## src/regulator_monitor_pkg.sv

```systemverilog
// Shared constants and types for the regulator overvoltage and undervoltage monitor.
// Assumes a single 40 MHz system clock from which the 100 kHz control tick is divided.
package regulator_monitor_pkg;

  // Number of supervised buck regulators.
  localparam int NUM_REGULATORS = 3;

  // System clock rate and the rate of the slow control tick.
  localparam int CLK_SYS_HZ = 40_000_000;
  localparam int TICK_HZ = 100_000;

  // Cycles of the system clock per control tick, and the counter width for it.
  localparam int TICK_DIVIDE = CLK_SYS_HZ / TICK_HZ;
  localparam int TICK_CNT_W = $clog2(TICK_DIVIDE);
  localparam logic [TICK_CNT_W-1:0] TICK_LAST = TICK_CNT_W'(TICK_DIVIDE - 1);

  // Length of one control tick in nanoseconds.
  localparam int TICK_PERIOD_NS = 1_000_000_000 / TICK_HZ;

  // Undervoltage debounce times in nanoseconds, one per select code.
  localparam int UV_DEBOUNCE_00_NS = 5_000;
  localparam int UV_DEBOUNCE_01_NS = 15_000;
  localparam int UV_DEBOUNCE_10_NS = 30_000;
  localparam int UV_DEBOUNCE_11_NS = 40_000;

  // Overvoltage debounce times in nanoseconds, one per select code.
  localparam int OV_DEBOUNCE_00_NS = 30_000;
  localparam int OV_DEBOUNCE_01_NS = 50_000;
  localparam int OV_DEBOUNCE_10_NS = 80_000;
  localparam int OV_DEBOUNCE_11_NS = 125_000;

  // Width of the debounce tick counters.
  localparam int DB_CNT_W = 4;

  // Debounce lengths in ticks; a least time rounds up to whole ticks.
  localparam logic [DB_CNT_W-1:0] UV_TICKS_00 =
    DB_CNT_W'((UV_DEBOUNCE_00_NS + TICK_PERIOD_NS - 1) / TICK_PERIOD_NS);
  localparam logic [DB_CNT_W-1:0] UV_TICKS_01 =
    DB_CNT_W'((UV_DEBOUNCE_01_NS + TICK_PERIOD_NS - 1) / TICK_PERIOD_NS);
  localparam logic [DB_CNT_W-1:0] UV_TICKS_10 =
    DB_CNT_W'((UV_DEBOUNCE_10_NS + TICK_PERIOD_NS - 1) / TICK_PERIOD_NS);
  localparam logic [DB_CNT_W-1:0] UV_TICKS_11 =
    DB_CNT_W'((UV_DEBOUNCE_11_NS + TICK_PERIOD_NS - 1) / TICK_PERIOD_NS);
  localparam logic [DB_CNT_W-1:0] OV_TICKS_00 =
    DB_CNT_W'((OV_DEBOUNCE_00_NS + TICK_PERIOD_NS - 1) / TICK_PERIOD_NS);
  localparam logic [DB_CNT_W-1:0] OV_TICKS_01 =
    DB_CNT_W'((OV_DEBOUNCE_01_NS + TICK_PERIOD_NS - 1) / TICK_PERIOD_NS);
  localparam logic [DB_CNT_W-1:0] OV_TICKS_10 =
    DB_CNT_W'((OV_DEBOUNCE_10_NS + TICK_PERIOD_NS - 1) / TICK_PERIOD_NS);
  localparam logic [DB_CNT_W-1:0] OV_TICKS_11 =
    DB_CNT_W'((OV_DEBOUNCE_11_NS + TICK_PERIOD_NS - 1) / TICK_PERIOD_NS);

  // Values after a full register reset.
  localparam logic [1:0] UV_DEBOUNCE_RESET = 2'h2;
  localparam logic [1:0] OV_DEBOUNCE_RESET = 2'h0;
  localparam logic [NUM_REGULATORS-1:0] MONITOR_ENABLE_RESET = 3'h7;

  // Trip levels in percent of nominal output.
  localparam logic [6:0] UV_PERCENT_00 = 7'h5F;
  localparam logic [6:0] UV_PERCENT_01 = 7'h5D;
  localparam logic [6:0] UV_PERCENT_10 = 7'h5B;
  localparam logic [6:0] UV_PERCENT_11 = 7'h59;
  localparam logic [6:0] OV_PERCENT_00 = 7'h69;
  localparam logic [6:0] OV_PERCENT_01 = 7'h6B;
  localparam logic [6:0] OV_PERCENT_10 = 7'h6D;
  localparam logic [6:0] OV_PERCENT_11 = 7'h6F;

  // Comparator outputs of one regulator; high means the fault condition is seen.
  typedef struct packed {
    logic overvoltage;
    logic undervoltage;
  } comparator_pair_t;

  // Trip level pair driven to the analog side of one regulator.
  typedef struct packed {
    logic [6:0] overvoltage_percent;
    logic [6:0] undervoltage_percent;
  } threshold_pair_t;

  // Supervision phase of one regulator.
  typedef enum logic [1:0] {
    RAIL_OFF = 2'b00,
    RAIL_RAMP = 2'b01,
    RAIL_REGULATING = 2'b10
  } rail_state_t;

endpackage

```

## src/regulator_ov_uv_monitor.sv

```systemverilog
// Digital overvoltage and undervoltage supervisor for three buck regulators.
// Assumes comparator, rail-on and in-regulation levels arrive asynchronously from the analog
// side, while configuration strobes come from logic on clk_sys_in.
`timescale 1ns/10ps

module regulator_ov_uv_monitor (
  input wire logic clk_sys_in, // System clock, 40 MHz.
  input wire logic rst_in, // Synchronous reset, active high.
  input regulator_monitor_pkg::comparator_pair_t [2:0] comparator_in, // Async comparator levels.
  input wire logic [2:0] regulator_on_in, // Async level, high while a regulator is switched on.
  input wire logic [2:0] in_regulation_in, // Async level, high once a rail is in regulation.
  input wire logic [2:0][1:0] undervoltage_threshold_select_in, // Per-rail UV level code.
  input wire logic [2:0][1:0] overvoltage_threshold_select_in, // Per-rail OV level code.
  input wire logic debounce_write_in, // One-cycle strobe loading both debounce selects.
  input wire logic [1:0] undervoltage_debounce_select_in, // UV debounce code to load.
  input wire logic [1:0] overvoltage_debounce_select_in, // OV debounce code to load.
  input wire logic secure_protect_in, // High while enable changes need a secure write.
  input wire logic monitor_enable_write_in, // One-cycle strobe writing the enable bits.
  input wire logic monitor_enable_secure_in, // High when that write is a secure write.
  input wire logic [2:0] monitor_enable_wdata_in, // New per-regulator enable values.
  output regulator_monitor_pkg::threshold_pair_t [2:0] threshold_percent_out, // Trip levels.
  output logic [1:0] undervoltage_debounce_select_out, // Current UV debounce code.
  output logic [1:0] overvoltage_debounce_select_out, // Current OV debounce code.
  output logic [2:0] per_regulator_monitor_enable_out, // Current enable bits.
  output logic [2:0] monitor_masked_out, // High while a rail's monitoring is masked.
  output logic [2:0] undervoltage_status_out, // Debounced undervoltage indicators.
  output logic [2:0] overvoltage_status_out // Debounced overvoltage indicators.
);

  // Number of asynchronous levels brought into the clock domain.
  localparam int SYNC_W = 4 * regulator_monitor_pkg::NUM_REGULATORS;

  logic [SYNC_W-1:0] async_level; // All analog levels gathered for synchronisation.
  logic [SYNC_W-1:0] sync_stage1; // First synchroniser stage, read only by the second.
  logic [SYNC_W-1:0] sync_stage2; // Synchronised copies used by the logic.
  logic [regulator_monitor_pkg::TICK_CNT_W-1:0] tick_count; // Divider toward the tick.
  logic tick; // One-cycle pulse at 100 kHz.
  logic [1:0] uv_debounce_select; // Stored UV debounce code.
  logic [1:0] ov_debounce_select; // Stored OV debounce code.
  logic [2:0] monitor_enable; // Stored per-regulator enable bits.
  logic [regulator_monitor_pkg::DB_CNT_W-1:0] uv_target; // UV debounce length in ticks.
  logic [regulator_monitor_pkg::DB_CNT_W-1:0] ov_target; // OV debounce length in ticks.
  logic enable_write_ok; // The enable write in this cycle is allowed.

  assign async_level = {in_regulation_in, regulator_on_in, comparator_in};

  // Two flip-flops per analog level, since none of these share the system clock.
  always_ff @(posedge clk_sys_in) begin
    if (rst_in) begin
      sync_stage1 <= '0;
      sync_stage2 <= '0;
    end else begin
      sync_stage1 <= async_level;
      sync_stage2 <= sync_stage1;
    end
  end

  // Divide the system clock down to the slow control tick.
  always_ff @(posedge clk_sys_in) begin
    if (rst_in) begin
      tick_count <= '0;
      tick <= 1'b0;
    end else if (tick_count == regulator_monitor_pkg::TICK_LAST) begin
      tick_count <= '0;
      tick <= 1'b1;
    end else begin
      tick_count <= tick_count + 1'b1;
      tick <= 1'b0;
    end
  end

  // Debounce selects load on their strobe; both are shared by all regulators.
  always_ff @(posedge clk_sys_in) begin
    if (rst_in) begin
      uv_debounce_select <= regulator_monitor_pkg::UV_DEBOUNCE_RESET;
      ov_debounce_select <= regulator_monitor_pkg::OV_DEBOUNCE_RESET;
    end else if (debounce_write_in) begin
      uv_debounce_select <= undervoltage_debounce_select_in;
      ov_debounce_select <= overvoltage_debounce_select_in;
    end
  end

  // An unprotected write always lands; a protected one lands only when it is secure.
  assign enable_write_ok = monitor_enable_write_in &
                           (~secure_protect_in | monitor_enable_secure_in);

  // Enable bits; a refused write is silently dropped and the old bits stay.
  always_ff @(posedge clk_sys_in) begin
    if (rst_in) begin
      monitor_enable <= regulator_monitor_pkg::MONITOR_ENABLE_RESET;
    end else if (enable_write_ok) begin
      monitor_enable <= monitor_enable_wdata_in;
    end
  end

  // Map the debounce codes onto tick counts.
  always_comb begin
    unique case (uv_debounce_select)
      2'h0: uv_target = regulator_monitor_pkg::UV_TICKS_00;
      2'h1: uv_target = regulator_monitor_pkg::UV_TICKS_01;
      2'h2: uv_target = regulator_monitor_pkg::UV_TICKS_10;
      2'h3: uv_target = regulator_monitor_pkg::UV_TICKS_11;
    endcase
    unique case (ov_debounce_select)
      2'h0: ov_target = regulator_monitor_pkg::OV_TICKS_00;
      2'h1: ov_target = regulator_monitor_pkg::OV_TICKS_01;
      2'h2: ov_target = regulator_monitor_pkg::OV_TICKS_10;
      2'h3: ov_target = regulator_monitor_pkg::OV_TICKS_11;
    endcase
  end

  assign undervoltage_debounce_select_out = uv_debounce_select;
  assign overvoltage_debounce_select_out = ov_debounce_select;
  assign per_regulator_monitor_enable_out = monitor_enable;

  // One copy of the supervision logic per regulator.
  for (genvar r = 0; r < regulator_monitor_pkg::NUM_REGULATORS; r++) begin : g_rail
    regulator_monitor_pkg::rail_state_t rail_state; // Supervision phase.
    regulator_monitor_pkg::rail_state_t next_rail_state; // Phase at the next tick.
    logic cmp_uv; // Synchronised undervoltage comparator.
    logic cmp_ov; // Synchronised overvoltage comparator.
    logic rail_on; // Synchronised switch-on level.
    logic rail_in_reg; // Synchronised in-regulation level.
    logic watch; // Enabled and past the start-up mask.
    logic [regulator_monitor_pkg::DB_CNT_W-1:0] uv_count; // Ticks of continuous UV.
    logic [regulator_monitor_pkg::DB_CNT_W-1:0] ov_count; // Ticks of continuous OV.
    logic uv_flag; // Debounced UV indicator.
    logic ov_flag; // Debounced OV indicator.

    assign cmp_uv = sync_stage2[2 * r];
    assign cmp_ov = sync_stage2[2 * r + 1];
    assign rail_on = sync_stage2[6 + r];
    assign rail_in_reg = sync_stage2[9 + r];

    // Start-up masking: a rail that turns on stays masked until it is in regulation.
    always_comb begin
      next_rail_state = rail_state;
      unique case (rail_state)
        regulator_monitor_pkg::RAIL_OFF: begin
          if (rail_on) begin
            next_rail_state = regulator_monitor_pkg::RAIL_RAMP;
          end
        end
        regulator_monitor_pkg::RAIL_RAMP: begin
          if (!rail_on) begin
            next_rail_state = regulator_monitor_pkg::RAIL_OFF;
          end else if (rail_in_reg) begin
            next_rail_state = regulator_monitor_pkg::RAIL_REGULATING;
          end
        end
        regulator_monitor_pkg::RAIL_REGULATING: begin
          if (!rail_on) begin
            next_rail_state = regulator_monitor_pkg::RAIL_OFF;
          end
        end
        default: begin
          next_rail_state = regulator_monitor_pkg::RAIL_OFF; // Illegal code recovers.
        end
      endcase
    end

    // The phase advances only on the control tick.
    always_ff @(posedge clk_sys_in) begin
      if (rst_in) begin
        rail_state <= regulator_monitor_pkg::RAIL_OFF;
      end else if (tick) begin
        rail_state <= next_rail_state;
      end
    end

    assign watch = monitor_enable[r] &
                   (rail_state == regulator_monitor_pkg::RAIL_REGULATING);

    // Undervoltage debounce; a drop of the comparator or of watch restarts the count.
    // The flag is a live level and falls as soon as the condition is gone.
    always_ff @(posedge clk_sys_in) begin
      if (rst_in || !watch || !cmp_uv) begin
        uv_count <= '0;
        uv_flag <= 1'b0;
      end else if (tick && uv_count < uv_target) begin
        uv_count <= uv_count + 1'b1;
        uv_flag <= 1'b0;
      end else begin
        uv_flag <= (uv_count >= uv_target);
      end
    end

    // Overvoltage debounce, built the same way with its own shared length.
    always_ff @(posedge clk_sys_in) begin
      if (rst_in || !watch || !cmp_ov) begin
        ov_count <= '0;
        ov_flag <= 1'b0;
      end else if (tick && ov_count < ov_target) begin
        ov_count <= ov_count + 1'b1;
        ov_flag <= 1'b0;
      end else begin
        ov_flag <= (ov_count >= ov_target);
      end
    end

    // Trip levels are registered so the analog side never sees a decode glitch.
    always_ff @(posedge clk_sys_in) begin
      if (rst_in) begin
        threshold_percent_out[r].undervoltage_percent <= regulator_monitor_pkg::UV_PERCENT_00;
        threshold_percent_out[r].overvoltage_percent <= regulator_monitor_pkg::OV_PERCENT_00;
      end else begin
        unique case (undervoltage_threshold_select_in[r])
          2'h0: threshold_percent_out[r].undervoltage_percent <=
                  regulator_monitor_pkg::UV_PERCENT_00;
          2'h1: threshold_percent_out[r].undervoltage_percent <=
                  regulator_monitor_pkg::UV_PERCENT_01;
          2'h2: threshold_percent_out[r].undervoltage_percent <=
                  regulator_monitor_pkg::UV_PERCENT_10;
          2'h3: threshold_percent_out[r].undervoltage_percent <=
                  regulator_monitor_pkg::UV_PERCENT_11;
        endcase
        unique case (overvoltage_threshold_select_in[r])
          2'h0: threshold_percent_out[r].overvoltage_percent <=
                  regulator_monitor_pkg::OV_PERCENT_00;
          2'h1: threshold_percent_out[r].overvoltage_percent <=
                  regulator_monitor_pkg::OV_PERCENT_01;
          2'h2: threshold_percent_out[r].overvoltage_percent <=
                  regulator_monitor_pkg::OV_PERCENT_10;
          2'h3: threshold_percent_out[r].overvoltage_percent <=
                  regulator_monitor_pkg::OV_PERCENT_11;
        endcase
      end
    end

    assign undervoltage_status_out[r] = uv_flag;
    assign overvoltage_status_out[r] = ov_flag;
    assign monitor_masked_out[r] = (rail_state != regulator_monitor_pkg::RAIL_REGULATING);
  end

endmodule

```

## config.mk

```make
export PLATFORM = sky130hd
export DESIGN_NAME = regulator_ov_uv_monitor
export DESIGN_NICKNAME = d
export VERILOG_FILES = /design/src/regulator_monitor_pkg.sv /design/src/regulator_ov_uv_monitor.sv
export SDC_FILE = /design/constraint.sdc
export NUM_CORES = 1
export LEC_CHECK = 0
export BUFFER_PORTS_ARGS = -buffer_cell sky130_fd_sc_hd__buf_4
export CAP_MARGIN = 5
export CELL_PAD_IN_SITES_DETAIL_PLACEMENT = 0
export CELL_PAD_IN_SITES_GLOBAL_PLACEMENT = 1
export CORE_MARGIN = 4
export CORE_UTILIZATION = 40
export CTS_BUF_LIST = sky130_fd_sc_hd__clkbuf_4
export DETAILED_ROUTE_END_ITERATION = 10
export GPL_TIMING_DRIVEN = 1
export PLACE_DENSITY = 0.89
export SYNTH_ARGS = -nofsm -noshare
export SYNTH_HDL_FRONTEND = slang
export SYNTH_SLANG_ARGS = --single-unit
export TNS_END_PERCENT = 20
```

## constraint.sdc

```tcl
create_clock -name clk_sys_in -period 2.3 [get_ports clk_sys_in]
set_input_delay 0.23 -clock clk_sys_in [delete_from_list [all_inputs] [get_ports clk_sys_in]]
set_output_delay 0.23 -clock clk_sys_in [all_outputs]
set_load 0.05 [all_outputs]
```

# After elaboration in Yosys (flattened, before gate mapping)
# Index checks and enable logic that the tools add are counted.
# totals
regBits	119
input_bits	37
# op_classes
n_addsub	7
n_lt_le_gt_ge	12
n_eq_ne	43
n_mux	24
bitwise_logic	6
n_reduce_logical	45
# op_table
operator	n
$pmux W7 S4	6
$eq A2 B2 Y1 const B	19
$pmux W4 S4	2
$add A4 B1 Y4 const B	6
$ge A4 B4 Y1	6
$lt A4 B4 Y1	6
$mux W2	12
$eq A2 B1 Y1 const B	11
$logic_not A2 Y1	11
$ne A2 B2 Y1 const B	9
$pmux W2 S3	3
$reduce_or A2 Y1	7
$reduce_and A4 Y1	3
$add A9 B1 Y9 const B	1
$eq A9 B9 Y1 const B	1
$logic_not A1 Y1	9
$logic_or A1 B1 Y1	9
$ne A3 B3 Y1 const B	3
$logic_and A1 B1 Y1	6
$and A1 B1 Y1	4
$mux W1	1
$not A1 Y1	1
$or A1 B1 Y1	1

# Longest topological paths before layout
# Gate-level depths: netlist (run 1).
# depth
word_depth	6
depth_mapped	8

# Least setup slack after synthesis (run 1)
# OpenSTA, ideal clock, no wires.
# synth_timing
path_kind	register to register
from	register uv_debounce_select[0], in the netlist undervoltage_debounce_select_out[0]
to	register g_rail[2].uv_count[0] (netlist name)
t_arrival_ns	2.210
t_required_ns	2.183
path_slack_ns	-0.027
path_stages_with_launch	9
cell_sequence	dfxtp_1 > inv_1 > ha_1 > inv_1 > ha_1 > and3b_2 > or3b_1 > xnor2_1 > nor2_1
# synth_between
elab_chain_cells	4
# synth_rtl
element	line_no	rtl
start: declaration	regulator_ov_uv_monitor.sv:38	logic [1:0] uv_debounce_select;
start signal: assignment	regulator_ov_uv_monitor.sv:75	uv_debounce_select <= regulator_monitor_pkg::UV_DEBOUNCE_RESET;
start signal: assignment	regulator_ov_uv_monitor.sv:78	uv_debounce_select <= undervoltage_debounce_select_in;
$eq A2 B2 Y1 (tied with other cells)	regulator_ov_uv_monitor.sv:98	unique case (uv_debounce_select)
$pmux W4 S4 (*)	regulator_ov_uv_monitor.sv:98	
$lt A4 B4 Y1 (*)	regulator_ov_uv_monitor.sv:180	end else if (tick && uv_count < uv_target) begin
$logic_and A1 B1 Y1 (*)	regulator_ov_uv_monitor.sv:180	
end signal: assignment	regulator_ov_uv_monitor.sv:181	uv_count <= uv_count + 1'b1;
end: declaration	regulator_ov_uv_monitor.sv:125	logic [regulator_monitor_pkg::DB_CNT_W-1:0] uv_count;
# Mark *: on every way between the ends. The rest lies on a longest branch, timed or not. The select of a mux whose other input is x is not followed.
# A chain may end at the register's enable or synchronous reset.

# Worst setup path in the final report (run 1)
# layout_timing
from	register uv_debounce_select[1], in the netlist undervoltage_debounce_select_out[1]
to	register g_rail[2].uv_count[0] (netlist name)
# Same word-level chain as after synthesis.

==> results.py, run 1 <==
metrics = {
    "outcome": {
        "outcome": "completed",
    },
    "place": {
        "dp_hpwl_um": 5770,
        "place_area_mm2": 0.00452,
        "gp_congestion": 0.815,
        "port_buffers": 64,
        "dp_cells": 628,
    },
    "global_routing": {
        "use_met3": 0.0361,
        "grt_pass1_vias": 3030,
        "use_met1": 0.174,
        "antenna_found_initial": 0,
        "grt_max_degree": 50,
        "grt.total_usage": 0.147,
        "grt_busiest_layer": "met2",
        "met2_usage": 0.259,
        "grt_pass1_wl_um": 13800,
        "overflow": 0,
    },
    "cts": {
        "clock_latency_ps": 440,
        "cts.clk_slew.worst_paths_ps": 150,
        "cts_tree": "done",
        "cts_resized": 0,
        "holdBufCountCts": 29,
        "numCtsBuffers": 9,
        "post_cts.repair.setup_buffers": 0,
        "root_buffer": "clkbuf_4",
        "cts_sinks": 89,
        "clockBufferDepth": 2,
        "htree_levels": 3,
    },
    "timing": {
        "min_period_ps": 2070,
        "slew_viol_final": 0,
        "fin_setup_tns_ps": 0,
        "finalSetupViolations": 0,
        "hold_violations": 0,
        "skew_ps": 18.6,
        "whs_ps": 26.0,
        "max-slew-margin-rel": 0.523,
        "max_freq_mhz": 483,
        "rsz0062_at_grt": "no",
        "worstMarginPinSlew_ps": 715,
        "period_share": 0.900,
    },
    "logic_synthesis": {
        "ys_ff_latch": 89,
        "async_reset_ff_frac": 0,
        "synth_most_common_cell": "dfxtp_1",
        "synth.distinct_cells": 43,
        "seq_area_frac_synth": 0.437,
        "synthTopCellsByCount": "dfxtp_1 (89), nand2_1 (38), buf_4 (37), nor2_1 (37), nor2b_1 (33)",
        "yosys_warnings": 0,
        "netlist.area_leader.share": 0.437,
        "syn_area_mm2": 0.00408,
        "yosys.area.top_type": "dfxtp_1",
        "synth-main-ff-cell": "dfxtp_1",
        "synth_edf_count": 0,
        "netlist_top_cells_area": "dfxtp_1 (44%), ha_1 (9.5%), buf_4 (6.8%)",
        "synthCells": 448,
        "synth.avg_cell_area_um2": 9.10,
    },
    "drt": {
        "drc_errors": 0,
        "drt-total-wl_um": 8160,
        "vias_per_cell": 4.67,
        "vias": 3144,
        "drt_pass1_iterations": 4,
        "drt-initial-drc-count": 138,
        "avgRoutedWirePerCell_um": 12.1,
        "postRouteAntennaNets": 0,
    },
    "final_layout": {
        "final_layout_size_suffix_gt1_frac": 0.170,
        "register_area_mm2": 0.00178,
        "area_delta_synth_final_pct": 20.9,
        "multi_input_area_mm2": 0.00200,
        "nFillCells": 897,
        "fin_cells": 673,
        "final_area_mm2": 0.00493,
        "diodes": 0,
        "fin_nets": 603,
        "post-route-util": 0.500,
    },
    "setup_path": {
        "path_max_fanout": 4,
        "r2r_start": "undervoltage_debounce_select_out[1]$_SDFFE_PP1P_",
        "critical_path_class": "reg -> reg",
        "cp-end-kind": "flip-flop",
        "worstSetupStartpoint": "undervoltage_debounce_select_out[1]$_SDFFE_PP1P_",
        "cp_slowest_cell": "or3b_1",
        "start_kind": "flip-flop",
        "crit_chain": "inv_1, ha_1, inv_1, ha_1, and3b_2, or3b_1, xnor2_1, nor2_1",
        "cp.required_ps": 2630,
        "crit_arrival_ps": 2400,
        "critPathMaxStageDelay_ps": 420,
    },
    "power_and_ir_drop": {
        "powerDensity_mw_per_mm2": 572,
        "leakage_nw": 2.04,
        "vdd_drop_max_v": 0.000361,
    },
    "floorplanning": {
        "die_x_um": 109,
        "dieArea_mm2": 0.0119,
        "ioPinCount": 95,
        "num_rows": 36,
        "initial_utilization": 0.413,
        "core_mm2": 0.00986,
        "die_h_um": 109,
    },
    "job": {
        "max-cap-violations": 0,
    },
    "hold_path": {
        "min_path_type": "in -> reg",
        "hold_start": "undervoltage_debounce_select_in[0]",
    },
}
## critical path, delay by kind of cell (launching register included)
family,cells,cell delay (ps)
simple gates,3,680
xor+xnor,1,160
fa+ha+maj,2,560
flops,1,410
buf+inv,2,150
## cell families (layout without fill, tap and decap cells)
logic type / after synthesis / in the layout / synth area share
AO/OA/AOI/OAI: 69 / 69 / 0.102
XOR/XNOR: 10 / 10 / 0.0215
adder cells (fa/ha/maj): 31 / 31 / 0.0951
buffers and inverters: 67 / 131 / 0.0982
flip-flops: 89 / 89 / 0.437
multiplexers: 7 / 7 / 0.0172
other: 2 / 30 / 0.00184
AND/OR/NAND/NOR: 173 / 173 / 0.227
## cell usage in the layout (no fill, tap or decap), types with 20 or more instances in the layout
cell	instances
inv_1	20
dlygate4sd3_1	29
buf_4	66
nand2_1	38
a21oi_1	26
nor2_1	37
conb_1	30
nor2b_1	33
ha_1	31
dfxtp_1	88
## metrics by stage
step           total power [mW]  setup WS (ps)
2_1_floorplan              1.96           27.9
3_3_place_gp               2.01            335
3_5_place_dp               2.02            258
4_1_cts                    2.85            217
5_1_grt                    2.96           73.4
6_report                   2.82            229
## power by group
group | internal [mW] | total, mW | switching (mW)
clock network | 0.231 | 0.791 | 0.561
logic | 0.148 | 0.425 | 0.277
registers | 1.58 | 1.60 | 0.0195
total | 1.96 | 2.82 | 0.857
## per-layer routing
metal,vias up,wire length (µm)
met3,12,338
met5,-,0
met1,1441,3610
li1,1628,-
met4,0,123
met2,63,4090
## final timing paths
| kind | to | slack (ps) | cells after the start |
|---|---|---|---|
| min reg2reg | sync_stage2[5]$_SDFF_PP0_ | 440 | 1 |
| max reg2reg | g_rail[2].uv_count[0]$_SDFFE_PP0P_ | 230 | 8 |
| min | undervoltage_debounce_select_out[0]$_SDFFE_PP0P_ | 30 | 3 |
| max | g_rail[2].uv_count[0]$_SDFFE_PP0P_ | 230 | 8 |
## state kept, by name, summed over array words and instances, names as in the netlist
signal / flops
g_rail.ov_count: 12
g_rail.uv_count: 12
sync_stage1: 12
sync_stage2: 12
threshold_percent_out: 12
tick_count: 9
g_rail.rail_state: 6
g_rail.ov_flag: 3
g_rail.uv_flag: 3
per_regulator_monitor_enable_out: 3
overvoltage_debounce_select_out: 2
undervoltage_debounce_select_out: 2
tick: 1
## area by class of cell
| class | count | area share |
|---|---|---|
| multi-input cells | 320 | 0.406 |
| clock inverters | 7 | 0.0104 |
| flip-flops and latches | 89 | 0.362 |
| inverters | 20 | 0.0152 |
| clock buffers | 9 | 0.0137 |
| well taps | 133 | 0.0338 |
| repair buffers | 95 | 0.159 |
Power figures use the tool's default switching activity.
==> run 2, diff against run 1 <==
- CELL_PAD_IN_SITES_DETAIL_PLACEMENT: 0 -> 1
- CELL_PAD_IN_SITES_GLOBAL_PLACEMENT: 1 -> 2
- CORE_ASPECT_RATIO: default -> 1.75
- CORE_UTILIZATION: 40 -> 33
- PLACE_DENSITY: 0.89 -> 0.91
==> results.py, run 2 (synthesis results as in run 1) <==
metrics = {
    "power_and_ir_drop": {
        "total_power_mw": 2.85,
        "vdd_drop_max_v": 0.000391,
        "switchingPower_uw": 877,
        "p_int_mw": 1.97,
        "switching_share": 0.308,
        "powerDensity_mw_per_mm2": 569,
        "power_frac_comb": 0.153,
        "clkPwrFrac": 0.283,
        "leakage_nw": 2.06,
        "seq_power_share": 0.564,
    },
    "drt": {
        "wl_met3_um": 408,
        "postRouteAntennaNets": 0,
        "top_layer_used": "met4",
        "vias": 3275,
        "avgRoutedWirePerCell_um": 13.3,
        "vias_per_cell": 4.62,
        "wl_met2_um": 5070,
        "drc_errors": 0,
        "wl_met1_um": 3800,
        "drt-total-wl_um": 9420,
        "drt_pass1_iterations": 4,
        "drt-initial-drc-count": 99,
    },
    "floorplanning": {
        "die_x_um": 92.0,
        "initial_utilization": 0.338,
        "core_mm2": 0.0121,
        "die_h_um": 155,
        "ioPinCount": 95,
        "num_rows": 53,
        "dieArea_mm2": 0.0143,
    },
    "cts": {
        "root_buffer": "clkbuf_4",
        "cts_sinks": 89,
        "clockBufferDepth": 2,
        "cts.clk_slew.worst_paths_ps": 160,
        "cts_tree": "done",
        "holdBufCountCts": 31,
        "post_cts.repair.setup_buffers": 0,
        "cts_resized": 0,
        "numCtsBuffers": 9,
        "clock_latency_ps": 450,
        "htree_levels": 3,
    },
    "global_routing": {
        "grt_pass1_vias": 3490,
        "grt.total_usage": 0.135,
        "grt_pass1_wl_um": 15800,
        "overflow": 0,
        "grt_max_degree": 50,
        "antenna_found_initial": 1,
    },
    "timing": {
        "hold_violations": 0,
        "period_share": 0.894,
        "max_freq_mhz": 486,
        "min_period_ps": 2060,
        "finalSetupViolations": 0,
        "fin_setup_tns_ps": 0,
        "slew_viol_final": 0,
        "skew_ps": 24.2,
        "max-slew-margin-rel": 0.651,
        "rsz0062_at_grt": "no",
        "worstMarginPinSlew_ps": 523,
    },
    "setup_path": {
        "cp-end-kind": "flip-flop",
        "critical_path_class": "reg -> reg",
        "cp_slowest_cell": "or3b_1",
        "critPathMaxStageDelay_ps": 410,
        "path_max_fanout": 4,
        "start_kind": "flip-flop",
        "crit_cells": 8,
        "cp.required_ps": 2660,
        "cp_top_family": "simple AND/OR/NAND/NOR gates",
        "crit_arrival_ps": 2410,
        "path_buf_inv": 2,
        "worstRegToRegCells": 8,
        "crit_chain": "inv_1, ha_1, inv_1, ha_1, and3b_2, or3b_1, xnor2_1, nor2_1",
    },
    "final_layout": {
        "final_cell_mix": "dfxtp_1 (88), buf_4 (67), nand2_1 (38)",
        "nFillCells": 1452,
        "area_delta_synth_final_pct": 22.7,
        "final_common_cell": "dfxtp_1",
        "fin_nets": 606,
        "final_layout_size_suffix_gt1_frac": 0.173,
    },
    "outcome": {
        "outcome": "completed",
    },
    "place": {
        "gp_congestion": 0.765,
        "port_buffers": 64,
        "dp_hpwl_um": 7120,
    },
    "job": {
        "max-cap-violations": 0,
    },
    "hold_path": {
        "hold_depth": 2,
        "min_path_type": "in -> reg",
    },
}
## run 2: changes by cell type in the layout (fill, tap and decap cells not counted)
cell / change
buf_4: +1
clkinv_1: -1
clkinv_2: +1
clkinv_4: +1
diode_2: +1
dlygate4sd3_1: +2
inv_6: -2
inv_8: +1
## run 2: final timing paths
| kind | from | endpoint | slack (ps) |
|---|---|---|---|
| max | undervoltage_debounce_select_out[0]$_SDFFE_PP0P_ | g_rail[2].uv_count[0]$_SDFFE_PP0P_ | 240 |
| min reg2reg | sync_stage1[2]$_SDFF_PP0_ | sync_stage2[2]$_SDFF_PP0_ | 450 |
| max reg2reg | undervoltage_debounce_select_out[0]$_SDFFE_PP0P_ | g_rail[2].uv_count[0]$_SDFFE_PP0P_ | 240 |
| min | debounce_write_in | undervoltage_debounce_select_out[1]$_SDFFE_PP1P_ | 70 |
## run 2: area by class of cell
class,instances,area (µm²),share of cell area
repair buffers,98,813,0.163
flip-flops and latches,89,1780,0.356
multi-input cells,320,2000,0.400
diodes,1,2.50,0.000500
inverters,20,75.1,0.0150
clock inverters,7,55.1,0.0110
well taps,165,206,0.0413
clock buffers,9,67.6,0.0135
## run 2: per-stage QoR
step	hold WS (ps)	cell area, µm²	cells	setup WS, ps	util
finish	65.6	5000	709	243	0.415
global route	54.3	5000	709	87.4	0.415
CTS	34.5	5000	708	237	0.414
detailed placement	395	4570	661	253	0.378
global placement	391	4570	661	329	0.378
floorplan	292	4180	476	27.9	-
## run 2: power by group through the flow
stage               sequential (mW)  clock [mW]  combinational [mW]
CTS                            1.61       0.856               0.435
finish                         1.61       0.807               0.435
detailed placement             1.64           0               0.392
global placement               1.64           0               0.381
global route                   1.61       0.912               0.471
floorplan                      1.70           0               0.256
## run 2: metal layers
metal	track usage	up-vias
li1	-	1634
met1	0.143	1554
met2	0.257	78
met3	0.0324	9
met4	0.0468	0
met5	0	-
